<file path="src/inc/srh_pkg.sv">
// Purpose: Constants and carrier types for the static memory host controller
// Assumes: 10 MHz clock, 1024 x 4 asynchronous memory on the far side
// Notes: Times are kept in ns, power-up wait in us; cycle counts derive from them
package srh_pkg;
  // Memory geometry
  localparam int unsigned ADDR_W = 10;
  localparam int unsigned DATA_W = 4;
  localparam int unsigned DEPTH = 1024;
  // Clock period in ns
  localparam int unsigned CLK_NS = 100;
  // Slowest grade figures, ns; power-up wait in us
  localparam int unsigned T_ACC_NS = 70;
  localparam int unsigned T_ACC_SLOW_NS = 80;
  localparam int unsigned T_CYC_NS = 70;
  localparam int unsigned T_WP_NS = 50;
  localparam int unsigned T_WZ_NS = 25;
  localparam int unsigned T_DESEL_NS = 55;
  localparam int unsigned T_PWRUP_US = 500;
  // Least times round up to whole cycles, never below one
  localparam int unsigned ACC_CYC = (T_ACC_SLOW_NS + CLK_NS - 1) / CLK_NS;
  localparam int unsigned CYC_CYC = (T_CYC_NS + CLK_NS - 1) / CLK_NS;
  localparam int unsigned WP_CYC = (T_WP_NS + CLK_NS - 1) / CLK_NS;
  localparam int unsigned WZ_CYC = (T_WZ_NS + CLK_NS - 1) / CLK_NS;
  localparam int unsigned DESEL_CYC = (T_DESEL_NS + CLK_NS - 1) / CLK_NS;
  localparam int unsigned PWRUP_CYC = T_PWRUP_US * 1000 / CLK_NS;
  // Counter width and reset constants
  localparam int unsigned CNT_W = 16;
  localparam logic [CNT_W-1:0] CNT_ZERO = 16'h0000;
  localparam logic [CNT_W-1:0] CNT_ONE = 16'h0001;
  localparam logic [ADDR_W-1:0] ADDR_RST = 10'h000;
  localparam logic [DATA_W-1:0] DATA_RST = 4'h0;

  // Controller states, one-hot
  typedef enum logic [5:0]
  {
    ST_PWRUP = 6'h01,
    ST_IDLE = 6'h02,
    ST_RSEL = 6'h04,
    ST_WSEL = 6'h08,
    ST_WPULSE = 6'h10,
    ST_DONE = 6'h20
  } srh_state_e;

  // Pin bundle driven to the memory
  typedef struct packed
  {
    logic [ADDR_W-1:0] word_index;
    logic unit_sel_n;
    logic write_strobe_n;
    logic [DATA_W-1:0] data_o;
    logic data_oe;
  } srh_pins_s;

  // User request
  typedef struct packed
  {
    logic write;
    logic [ADDR_W-1:0] addr;
    logic [DATA_W-1:0] wdata;
  } srh_req_s;
endpackage : srh_pkg

</file>
<file path="src/design/srh_timer.sv">
// Purpose: Down counter that paces pin phases
// Assumes: Load and enable come from the controller
// Notes: Reports done when the count has reached zero
`timescale 1ns/1ps
module srh_timer #(
  parameter int unsigned W = srh_pkg::CNT_W
)
(
  // Clock and reset
  input wire logic clk_in,
  input wire logic rst_n_in,
  input wire logic ce_in,
  // Control
  input wire logic load_in,
  input wire logic [W-1:0] value_in,
  // Status
  output logic done_out
);
  logic [W-1:0] count;

  // A counter without bits cannot pace anything
  initial
  begin
    if (W < 1)
      $error("W out of range");
  end

  // Load wins over counting
  always_ff @(posedge clk_in or negedge rst_n_in)
  begin
    if (!rst_n_in)
      count <= '0;
    else if (ce_in)
    begin
      if (load_in)
        count <= value_in;
      else if (count != '0)
        count <= count - {{(W-1){1'b0}}, 1'b1};
    end
  end

  // Zero means phase time is over
  assign done_out = (count == '0);
endmodule : srh_timer

</file>
<file path="src/design/srh_host.sv">
// Purpose: Host sequencer for a 1024 x 4 asynchronous static memory
// Assumes: Memory pins are synchronous to clk_in; slowest speed grade timing
// Notes: One access at a time; request handshake valid/ready, read data registered
`timescale 1ns/1ps
module srh_host #(
  parameter int unsigned PWRUP_CYCLES = srh_pkg::PWRUP_CYC
)
(
  // Clock, reset, enable
  input wire logic clk_in,
  input wire logic rst_n_in,
  input wire logic ce_in,
  // User request
  input wire logic req_valid_in,
  input wire srh_pkg::srh_req_s req_in,
  output logic req_ready_out,
  // User answer
  output logic rdata_valid_out,
  output logic [srh_pkg::DATA_W-1:0] rdata_out,
  output logic init_done_out,
  // Memory pins
  output logic [srh_pkg::ADDR_W-1:0] word_index_out,
  output logic unit_sel_n_out,
  output logic write_strobe_n_out,
  output logic [srh_pkg::DATA_W-1:0] shared_data_lines_out,
  output logic shared_data_lines_oe_out,
  input wire logic [srh_pkg::DATA_W-1:0] shared_data_lines_in
);
  // Counts must fit the timer
  initial
  begin
    if (PWRUP_CYCLES < 1 || PWRUP_CYCLES >= (1 << srh_pkg::CNT_W))
      $error("PWRUP_CYCLES out of range");
  end

  // Sequencer state; pwr_loaded and the timer count are kept outside it
  typedef struct packed
  {
    srh_pkg::srh_state_e st;
    srh_pkg::srh_pins_s pins;
    logic [srh_pkg::DATA_W-1:0] rdata;
    logic rvalid;
    logic [srh_pkg::CNT_W-1:0] idle_cnt;
  } srh_state_s;

  srh_state_s cur;
  srh_state_s next_cur;
  logic tmr_load;
  logic [srh_pkg::CNT_W-1:0] tmr_val;
  logic tmr_done;
  logic pwr_loaded; // Power-up wait already loaded
  logic pwr_load; // First enabled cycle after reset
  logic tmr_load_any; // Load from sequencer or power-up path
  logic [srh_pkg::CNT_W-1:0] tmr_val_any; // Value for that load
  // Read access figure when deselected long enough
  localparam int unsigned ACC_FAST_CYC =
    (srh_pkg::T_ACC_NS + srh_pkg::CLK_NS - 1) / srh_pkg::CLK_NS;

  // Power-up wait loads once, on the first enabled cycle after reset
  always_ff @(posedge clk_in or negedge rst_n_in)
  begin
    if (!rst_n_in)
      pwr_loaded <= 1'b0;
    else if (ce_in)
      pwr_loaded <= 1'b1;
  end

  // Timer is shared; power-up load uses a side path
  assign pwr_load = !pwr_loaded;
  assign tmr_load_any = tmr_load || pwr_load;
  assign tmr_val_any = pwr_load ? srh_pkg::CNT_W'(PWRUP_CYCLES) : tmr_val;

  // Phase timer; without the side path the wait would be skipped
  srh_timer #(.W(srh_pkg::CNT_W)) u_timer
  (
    .clk_in(clk_in),
    .rst_n_in(rst_n_in),
    .ce_in(ce_in),
    .load_in(tmr_load_any),
    .value_in(tmr_val_any),
    .done_out(tmr_done)
  );

  // Ready only when idle and timer spent, so cycles keep their spacing
  assign req_ready_out = (cur.st == srh_pkg::ST_IDLE) && tmr_done;

  // Sequencer next state
  always_comb
  begin
    next_cur = cur;
    next_cur.rvalid = 1'b0;
    tmr_load = 1'b0;
    tmr_val = srh_pkg::CNT_ZERO;
    case (cur.st)
      srh_pkg::ST_PWRUP:
      begin
        // Memory stays deselected until bias settles
        // Timer reads zero before the wait is loaded, so wait for the load
        if (tmr_done && pwr_loaded)
          next_cur.st = srh_pkg::ST_IDLE;
      end
      srh_pkg::ST_IDLE:
      begin
        // Deselected long enough gives the fast access figure
        if (cur.idle_cnt < srh_pkg::CNT_W'(srh_pkg::DESEL_CYC))
          next_cur.idle_cnt = cur.idle_cnt + srh_pkg::CNT_ONE;
        if (req_valid_in && req_ready_out)
        begin
          // Address placed together with select, strobe stays high
          next_cur.pins.word_index = req_in.addr;
          next_cur.pins.unit_sel_n = 1'b0;
          tmr_load = 1'b1;
          if (req_in.write)
          begin
            next_cur.pins.data_o = req_in.wdata;
            next_cur.st = srh_pkg::ST_WSEL;
            tmr_val = srh_pkg::CNT_W'(srh_pkg::WZ_CYC);
          end
          else
          begin
            // Host keeps off the lines during a read
            next_cur.pins.data_oe = 1'b0;
            next_cur.st = srh_pkg::ST_RSEL;
            // Short deselect costs extra select access time
            if (cur.idle_cnt < srh_pkg::CNT_W'(srh_pkg::DESEL_CYC))
              tmr_val = srh_pkg::CNT_W'(srh_pkg::ACC_CYC);
            else
              tmr_val = srh_pkg::CNT_W'(ACC_FAST_CYC);
          end
        end
      end
      srh_pkg::ST_RSEL:
      begin
        // Sample after worst-case access, before address moves
        if (tmr_done)
        begin
          next_cur.rdata = shared_data_lines_in;
          next_cur.rvalid = 1'b1;
          next_cur.pins.unit_sel_n = 1'b1;
          next_cur.st = srh_pkg::ST_DONE;
        end
      end
      srh_pkg::ST_WSEL:
      begin
        // Strobe falls; host drives from the same edge that releases the memory drivers
        next_cur.pins.write_strobe_n = 1'b0;
        next_cur.pins.data_oe = 1'b1;
        next_cur.st = srh_pkg::ST_WPULSE;
        tmr_load = 1'b1;
        tmr_val = srh_pkg::CNT_W'(srh_pkg::WP_CYC);
      end
      srh_pkg::ST_WPULSE:
      begin
        // Strobe and select rise together; data held one more cycle
        if (tmr_done)
        begin
          next_cur.pins.write_strobe_n = 1'b1;
          next_cur.pins.unit_sel_n = 1'b1;
          next_cur.st = srh_pkg::ST_DONE;
        end
      end
      srh_pkg::ST_DONE:
      begin
        // Release data after strobe high, then enforce cycle spacing
        next_cur.pins.data_oe = 1'b0;
        next_cur.idle_cnt = srh_pkg::CNT_ZERO;
        next_cur.st = srh_pkg::ST_IDLE;
        tmr_load = 1'b1;
        tmr_val = srh_pkg::CNT_W'(srh_pkg::CYC_CYC);
      end
      default:
      begin
        next_cur.st = srh_pkg::ST_IDLE;
        next_cur.pins.unit_sel_n = 1'b1;
        next_cur.pins.write_strobe_n = 1'b1;
        next_cur.pins.data_oe = 1'b0;
      end
    endcase
  end

  // State register; pins idle deselected in reset
  always_ff @(posedge clk_in or negedge rst_n_in)
  begin
    if (!rst_n_in)
    begin
      cur.st <= srh_pkg::ST_PWRUP;
      cur.pins.word_index <= srh_pkg::ADDR_RST;
      cur.pins.unit_sel_n <= 1'b1;
      cur.pins.write_strobe_n <= 1'b1;
      cur.pins.data_o <= srh_pkg::DATA_RST;
      cur.pins.data_oe <= 1'b0;
      cur.rdata <= srh_pkg::DATA_RST;
      cur.rvalid <= 1'b0;
      cur.idle_cnt <= srh_pkg::CNT_ZERO;
    end
    else if (ce_in)
      cur <= next_cur;
  end

  // Outputs from flip-flops; init_done_out is decoded from the state register
  assign word_index_out = cur.pins.word_index;
  assign unit_sel_n_out = cur.pins.unit_sel_n;
  assign write_strobe_n_out = cur.pins.write_strobe_n;
  assign shared_data_lines_out = cur.pins.data_o;
  assign shared_data_lines_oe_out = cur.pins.data_oe;
  assign rdata_out = cur.rdata;
  assign rdata_valid_out = cur.rvalid;
  assign init_done_out = (cur.st != srh_pkg::ST_PWRUP);
endmodule : srh_host

</file>
<file path="config.mk">
export PLATFORM = sky130hd
export DESIGN_NAME = srh_host
export DESIGN_NICKNAME = d
export VERILOG_FILES = /design/src/inc/srh_pkg.sv /design/src/design/srh_timer.sv /design/src/design/srh_host.sv
export SDC_FILE = /design/constraint.sdc
export NUM_CORES = 1
export LEC_CHECK = 0
export ABC_AREA = 1
export BUFFER_PORTS_ARGS = -buffer_cell sky130_fd_sc_hd__buf_4
export CORE_ASPECT_RATIO = 0.5
export CORE_MARGIN = 2
export CORE_UTILIZATION = 30
export DETAILED_ROUTE_END_ITERATION = 12
export PLACE_DENSITY_LB_ADDON = 0.1
export SLEW_MARGIN = 5
export SYNTH_ARGS = -nofsm -noshare
export SYNTH_HDL_FRONTEND = slang
export SYNTH_HIERARCHICAL = 1
export SYNTH_SLANG_ARGS = --single-unit
</file>
<file path="constraint.sdc">
create_clock -name clk_in -period 7.4 [get_ports clk_in]
set_input_delay 0.74 -clock clk_in [delete_from_list [all_inputs] [get_ports clk_in]]
set_output_delay 0.74 -clock clk_in [all_outputs]
set_load 0.1 [all_outputs]
</file>
==> metrics.txt, run 1 <==
FMAX 0.283 GHz; worst-margin pin slew 0.595 ns; IR drop worst, VDD 0.000173 V; fraction of layout cells with a size suffix above 1 0.196; type of destination of the critical path flip-flop; count of unresolved DRC violations after routing 0; length in cells of the worst reg-to-reg path 15; longest individual stage delay on the worst path 0.46 ns; average wire per standard cell 11.9 µm; number of optimization iterations in the first detailed-route pass 4; reported max-cap violation count 0; type of the setup path with the least slack reg -> reg; buffer depth of the longest clock path 2; depth of the CTS H-tree 2; antenna diode instance count 0; via count of the first global-routing pass 2,268; Clock Skew 0.00531 ns; count of synthesis-stage warnings from yosys 6; total standard cell area after synthesis 2680 µm²; total of hold buffers inserted after clock tree synthesis 0; GRT overflow 0; global placement routability congestion 0.855; number of antenna-violating nets in the routed design 0; Final Hold Vio Count 0; shortest clock period the worst path allows after layout 3.53 ns; Post-CTS Setup Inserts 0; Critical Path Most Common Cell sky130_fd_sc_hd__nand2_1; pwr dens 320 nW/µm²; top post-synthesis cells by area sky130_fd_sc_hd__dfrtp_1 (39%), sky130_fd_sc_hd__nand2_1 (19%), sky130_fd_sc_hd__nor2_1 (6.2%), sky130_fd_sc_hd__nand3_1 (5.6%), sky130_fd_sc_hd__buf_4 (5.3%); sequential-to-total area share from yosys stat 0.421; total number of placement rows 24; total wirelength of the detailed-routed design 6260 µm; effective utilization at floorplan 0.308; portion of synthesized cell area occupied by the leading cell type 0.392; Critical Path RT 7.58 ns; maximum number of pins on one net before global-route repair 46; boundary pin count 47; number of clock sinks 45; sequential cell area in the final layout 1130 µm²; total count of max-transition violations in the final report 0; Syn-to-layout area delta 18.7%; ordered list of cells on the worst path inv_1, ha_1, nand2_1, nor2_1, nand2_1, nor2_1, nand2_1, nor2_1, nand3_2, nand3_1, inv_2, or2_2, a21boi_0, o21ai_0, nand2_1; end of the worst register-to-register path u_timer/count[11]$_DFFE_PN0P_; overall die height 70.9 µm; Clock Pin Slew Worst Setup and Hold Paths 0.06 ns; summed area of non-filler cells in the final layout 3190 µm²; final sum of negative setup slack 0 ns; GRT Overall Usage 0.146; RSZ-0062 raised after global routing no; number of register bits inferred by synthesis 45; count of different cell masters after synthesis 34; Detailed Place HPWL 4520 µm; clock tree from TritonCTS done; Worst path top cell family by delay simple AND/OR/NAND/NOR gates; leakage component of the power 1.70 nW; total of endpoints with negative setup slack in the final report 0; clock tree root buffer cell sky130_fd_sc_hd__clkbuf_16; worst flop-to-flop path startpoint u_timer/count[0]$_DFFE_PN0P_; IO Port Bufs 46; antenna violations before repair 0; Cells after Synth 371; category of the worst setup path launch point flip-flop; Bufs and invs on worst path 2; total die area 9760 µm²; filler instances 935; multi-input logic area 1280 µm²; global-route wire length before repair 11,100 µm; slowest CP cell sky130_fd_sc_hd__nand3_1; TritonCTS buffer count 5; ratio of routed vias to standard cells 4.41; routed via count 2,322; share of async-settable or async-resettable flops after synthesis 1.00; Synth Area per Inst 7.23 µm²; horizontal extent of the die 138 µm; critical path fanouts, max 21; data arrival time of the critical path 3.71 ns; leading area contributor after synthesis sky130_fd_sc_hd__dfrtp_1; initial drt markers 117; clock latency on the worst-skew pair 0.29 ns; count of instances resized after the clock tree is built 0; type of the most critical hold path in -> async; area of the core 8710 µm²; number of synthesized flops with an enable pin 0; share of the clock period used by the worst path after layout 0.477; top flip-flop cell by instance count after synthesis sky130_fd_sc_hd__dfrtp_1; critical path startpoint u_timer/count[0]$_DFFE_PN0P_; worst setup slack for register-to-register paths 3.87 ns; Max-Slew Margin vs Limit 0.604; status finished clean; standard cell area after detailed placement 3010 µm²; Net count, final 432
==> synthesized netlist by cell type (4+ instances only) <==
master and count:
sky130_fd_sc_hd__a21oi_1 5, sky130_fd_sc_hd__buf_4 19, sky130_fd_sc_hd__buf_6 4, sky130_fd_sc_hd__dfrtp_1 42
sky130_fd_sc_hd__inv_1 23, sky130_fd_sc_hd__nand2_1 139, sky130_fd_sc_hd__nand3_1 30, sky130_fd_sc_hd__nand3_2 4
sky130_fd_sc_hd__nand4_1 5, sky130_fd_sc_hd__nor2_1 44, sky130_fd_sc_hd__nor2_2 4, sky130_fd_sc_hd__nor2_4 5
sky130_fd_sc_hd__o21ai_0 11, sky130_fd_sc_hd__o21ai_1 5
==> stage by stage <==
step	std cells	setup WS (ns)	hold slack (ns)	power, mW	util
detailed placement	518	3.87	0.459	0.760	0.346
global placement	518	4.01	0.455	0.755	0.346
floorplan	380	3.85	0.443	0.673	-
finish	526	3.87	0.449	1.02	0.366
global route	526	3.35	0.495	1.10	0.366
CTS	526	3.86	0.475	1.03	0.366
==> layer usage <==
layer,wire (µm),track usage,part of all wire,vias to the layer above
li1,-,-,-,1211
met1,3120,0.205,0.50,1066
met2,2750,0.217,0.44,37
met3,304,0.0401,0.049,8
met4,91,0.0488,0.015,0
met5,0,0,0,-
==> area by class of cell <==
| cell class | instances | share of cell area |
|---|---|---|
| inverters | 28 | 0.0338 |
| multi-input cells | 282 | 0.403 |
| repair buffers | 46 | 0.108 |
| clock inverters | 1 | 0.00943 |
| clock buffers | 7 | 0.0448 |
| flip-flops and latches | 45 | 0.355 |
| well taps | 117 | 0.0460 |
==> worst reg2reg max path, cell delays in order (launching register included) <==
cell	delay (ns)
sky130_fd_sc_hd__dfrtp_1	0.37
sky130_fd_sc_hd__inv_1	0.14
sky130_fd_sc_hd__ha_1	0.23
sky130_fd_sc_hd__nand2_1	0.10
sky130_fd_sc_hd__nor2_1	0.16
sky130_fd_sc_hd__nand2_1	0.09
sky130_fd_sc_hd__nor2_1	0.18
sky130_fd_sc_hd__nand2_1	0.07
sky130_fd_sc_hd__nor2_1	0.36
sky130_fd_sc_hd__nand3_2	0.21
sky130_fd_sc_hd__nand3_1	0.46
sky130_fd_sc_hd__inv_2	0.31
sky130_fd_sc_hd__or2_2	0.36
sky130_fd_sc_hd__a21boi_0	0.13
sky130_fd_sc_hd__o21ai_0	0.18
sky130_fd_sc_hd__nand2_1	0.06
==> layout by cell type (no fill, tap or decap) <==
| cell type | netlist | routed |
|---|---|---|
| sky130_fd_sc_hd__o211ai_1 | 1 | 1 |
| sky130_fd_sc_hd__nor2_2 | 4 | 4 |
| sky130_fd_sc_hd__nand3_1 | 30 | 30 |
| sky130_fd_sc_hd__inv_4 | 1 | 1 |
| sky130_fd_sc_hd__o21ai_0 | 11 | 11 |
| sky130_fd_sc_hd__nand4_1 | 5 | 5 |
| sky130_fd_sc_hd__inv_1 | 23 | 23 |
| sky130_fd_sc_hd__nor2_4 | 5 | 5 |
| sky130_fd_sc_hd__nand2_2 | 2 | 2 |
| sky130_fd_sc_hd__nand2_4 | 1 | 1 |
| sky130_fd_sc_hd__nand2_1 | 139 | 139 |
| sky130_fd_sc_hd__nor3_1 | 1 | 1 |
| sky130_fd_sc_hd__nand3b_1 | 3 | 3 |
| sky130_fd_sc_hd__clkbuf_1 | 1 | 1 |
| sky130_fd_sc_hd__clkbuf_8 | 0 | 1 |
| sky130_fd_sc_hd__o21ai_2 | 1 | 1 |
| sky130_fd_sc_hd__a21boi_0 | 2 | 2 |
| sky130_fd_sc_hd__buf_4 | 19 | 46 |
| sky130_fd_sc_hd__clkbuf_16 | 0 | 5 |
| sky130_fd_sc_hd__o21bai_1 | 2 | 2 |
| sky130_fd_sc_hd__conb_1 | 1 | 10 |
| sky130_fd_sc_hd__o21a_1 | 1 | 1 |
| sky130_fd_sc_hd__or2_1 | 1 | 1 |
| sky130_fd_sc_hd__nand3_2 | 4 | 4 |
| sky130_fd_sc_hd__xnor2_1 | 1 | 1 |
| sky130_fd_sc_hd__ha_1 | 1 | 1 |
| sky130_fd_sc_hd__bufinv_16 | 0 | 1 |
| sky130_fd_sc_hd__dfstp_2 | 3 | 3 |
| sky130_fd_sc_hd__dfrtp_1 | 42 | 42 |
| sky130_fd_sc_hd__or2_2 | 3 | 3 |
| sky130_fd_sc_hd__clkinv_1 | 1 | 1 |
| sky130_fd_sc_hd__a21oi_1 | 5 | 5 |
| sky130_fd_sc_hd__inv_2 | 3 | 3 |
| sky130_fd_sc_hd__o21ai_1 | 5 | 5 |
| sky130_fd_sc_hd__nor2_1 | 44 | 44 |
==> state kept, by name (all words and copies together), names as in the netlist <==
signal and flops:
word_index_out 10, shared_data_lines_oe_out 1, unit_sel_n_out 1, shared_data_lines_out 4
rdata_valid_out 1, pwr_loaded 1, u_timer/count 16, write_strobe_n_out 1
cur 6, rdata_out 4
==> worst max-delay path by stage <==
stage / end / slack [ns] / depth (start not counted)
after global placement: u_timer/count[11]$_DFFE_PN0P_ / 4.01 / 15
after detailed placement: u_timer/count[11]$_DFFE_PN0P_ / 3.87 / 15
final: u_timer/count[11]$_DFFE_PN0P_ / 3.87 / 15
after CTS: u_timer/count[11]$_DFFE_PN0P_ / 3.86 / 15
after floorplan: req_ready_out / 3.85 / 10
after global routing: u_timer/count[11]$_DFFE_PN0P_ / 3.35 / 15
==> cell families after synthesis <==
| kind of cell | share of synthesized area |
|---|---|
| compound gates | 0.0592 |
| xor+xnor | 0.00326 |
| fa+ha+maj | 0.00466 |
| buf+inv | 0.113 |
| flops | 0.421 |
| other cells | 0.00140 |
| simple gates | 0.397 |
==> power breakdown <==
group | total [mW] | leakage (nW) | internal (mW) | switching [mW]
sequential | 0.362 | 0.591 | 0.302 | 0.0601
combinational | 0.394 | 1.02 | 0.120 | 0.275
clock | 0.264 | 0.0841 | 0.169 | 0.0951
total | 1.02 | 1.70 | 0.590 | 0.430
Power figures use the tool's default switching activity.
==> run 2: changes to the inputs <==
Clock period 7.4 ns to 3.58 ns, I/O delays scaled along.
==> metrics.txt, run 2 (synthesis results as in run 1) <==
depth of the CTS H-tree 2; IR drop worst, VDD 0.000449 V; number of clock sinks 45; global routing usage on met2 0.217; worst-margin pin slew 0.592 ns; multi-input logic area 1280 µm²; via count of the first global-routing pass 2,352; Final Hold Vio Count 0; overall power after layout 2.02 mW; sequential cell area in the final layout 1130 µm²; total die area 9760 µm²; clock tree from TritonCTS done; global-route wire length before repair 10,700 µm; count of instances resized after the clock tree is built 0; clock latency on the worst-skew pair 0.29 ns; TritonCTS buffer count 5; antenna violations before repair 0; met3 track demand over resource 0.0366; summed area of non-filler cells in the final layout 3170 µm²; clock tree root buffer cell sky130_fd_sc_hd__clkbuf_16; data arrival time of the critical path 3.24 ns; total number of placement rows 24; GRT overflow 0; category of the worst setup path launch point flip-flop; Max-Slew Margin vs Limit 0.605; Detailed Place HPWL 4420 µm; number of optimization iterations in the first detailed-route pass 4; Critical Path RT 3.75 ns; status finished clean; count of unresolved DRC violations after routing 0; IO Port Bufs 46; antenna diode instance count 0; number of antenna-violating nets in the routed design 0; Setup WS post-layout 0.516 ns; maximum number of pins on one net before global-route repair 46; standard cell area after detailed placement 3020 µm²; boundary pin count 47; filler instances 910; Clock Skew 0.00499 ns; leakage component of the power 1.69 nW; global placement routability congestion 0.863; type of destination of the critical path flip-flop; critical path fanouts, max 21; horizontal extent of the die 138 µm; type of the setup path with the least slack reg -> reg; total count of max-transition violations in the final report 0; ratio of routed vias to standard cells 4.38; Clock Pin Slew Worst Setup and Hold Paths 0.06 ns; effective utilization at floorplan 0.308; total of endpoints with negative setup slack in the final report 0; area of the core 8710 µm²; Placed Instances 519; Top reg by flops u_timer/count; pwr dens 636 nW/µm²; final sum of negative setup slack 0 ns; Core Util, Final 0.364; critical path startpoint u_timer/count[0]$_DFFE_PN0P_; total wirelength of the detailed-routed design 6020 µm; pre-CTS WS 0.519 ns; filler-free cell count of the finished design 527; most frequent cells in the layout sky130_fd_sc_hd__nand2_1 (139), sky130_fd_sc_hd__buf_4 (47), sky130_fd_sc_hd__nor2_1 (44); initial drt markers 130; shortest clock period the worst path allows after layout 3.06 ns; RSZ-0062 raised after global routing no; buffer depth of the longest clock path 2; total of hold buffers inserted after clock tree synthesis 0; Post-CTS Setup Inserts 0; GRT Overall Usage 0.139; routed via count 2,307; type of the most critical hold path in -> async; share of the clock period used by the worst path after layout 0.856; average wire per standard cell 11.4 µm; overall die height 70.9 µm; worst flop-to-flop path startpoint u_timer/count[0]$_DFFE_PN0P_; leading cell type in the layout, fill and taps excluded sky130_fd_sc_hd__nand2_1; flip-flop count of the largest register, all copies and words added 16; worst hold slack after final layout 0.0780 ns; global routing usage on met1 0.191; busiest layer in global routing met2; Syn-to-layout area delta 18.1%; reported max-cap violation count 0; fraction of layout cells with a size suffix above 1 0.198; FMAX 0.326 GHz; Net count, final 433
run 2: cell types whose count changed in the layout (fill, tap and decap cells not counted):
cell,change
sky130_fd_sc_hd__clkinvlp_4,+1
sky130_fd_sc_hd__bufinv_16,-1
sky130_fd_sc_hd__buf_4,+1
run 2: worst paths after layout:
check,end,slack (ns),depth (start not counted)
worst max-delay path,u_timer/count[11]$_DFFE_PN0P_,0.52,15
worst min-delay path,cur[39]$_DFFE_PN0P_,0.08,1
worst max register to register,u_timer/count[11]$_DFFE_PN0P_,0.52,15
worst min register to register,write_strobe_n_out$_DFFE_PN1P_,0.47,2
max in group asynchronous,u_timer/count[13]$_DFFE_PN0P_,3.10,1
min in group clk_in,word_index_out[4]$_DFFE_PN0P_,0.27,3
run 2: per-layer routing:
metal	vias to the layer above	wire, µm
li1	1212	-
met4	0	38
met1	1050	3130
met3	5	272
met5	-	0
met2	40	2580
run 2: power breakdown:
| part | leakage, nW | internal [mW] | switching (mW) |
|---|---|---|---|
| logic | 1.03 | 0.248 | 0.553 |
| registers | 0.591 | 0.623 | 0.120 |
| clock network | 0.0701 | 0.278 | 0.192 |
| total | 1.69 | 1.15 | 0.866 |
run 2: critical path, cell delays in order (launching register included):
cell and delay [ns]:
sky130_fd_sc_hd__dfrtp_1 0.37, sky130_fd_sc_hd__inv_1 0.14, sky130_fd_sc_hd__ha_1 0.23, sky130_fd_sc_hd__nand2_1 0.09, sky130_fd_sc_hd__nor2_1 0.16, sky130_fd_sc_hd__nand2_1 0.10
sky130_fd_sc_hd__nor2_1 0.17, sky130_fd_sc_hd__nand2_1 0.07, sky130_fd_sc_hd__nor2_1 0.37, sky130_fd_sc_hd__nand3_2 0.21, sky130_fd_sc_hd__nand3_1 0.17, sky130_fd_sc_hd__inv_2 0.16
sky130_fd_sc_hd__or2_2 0.33, sky130_fd_sc_hd__a21boi_0 0.13, sky130_fd_sc_hd__o21ai_0 0.17, sky130_fd_sc_hd__nand2_1 0.06
run 2: area by class of cell:
cell class / instances / area share
clock buffer: 7 / 0.0450
clock inverter: 1 / 0.00237
inverter: 28 / 0.0339
multi-input combinational: 282 / 0.405
sequential: 45 / 0.356
tap: 117 / 0.0462
timing repair buffer: 47 / 0.111
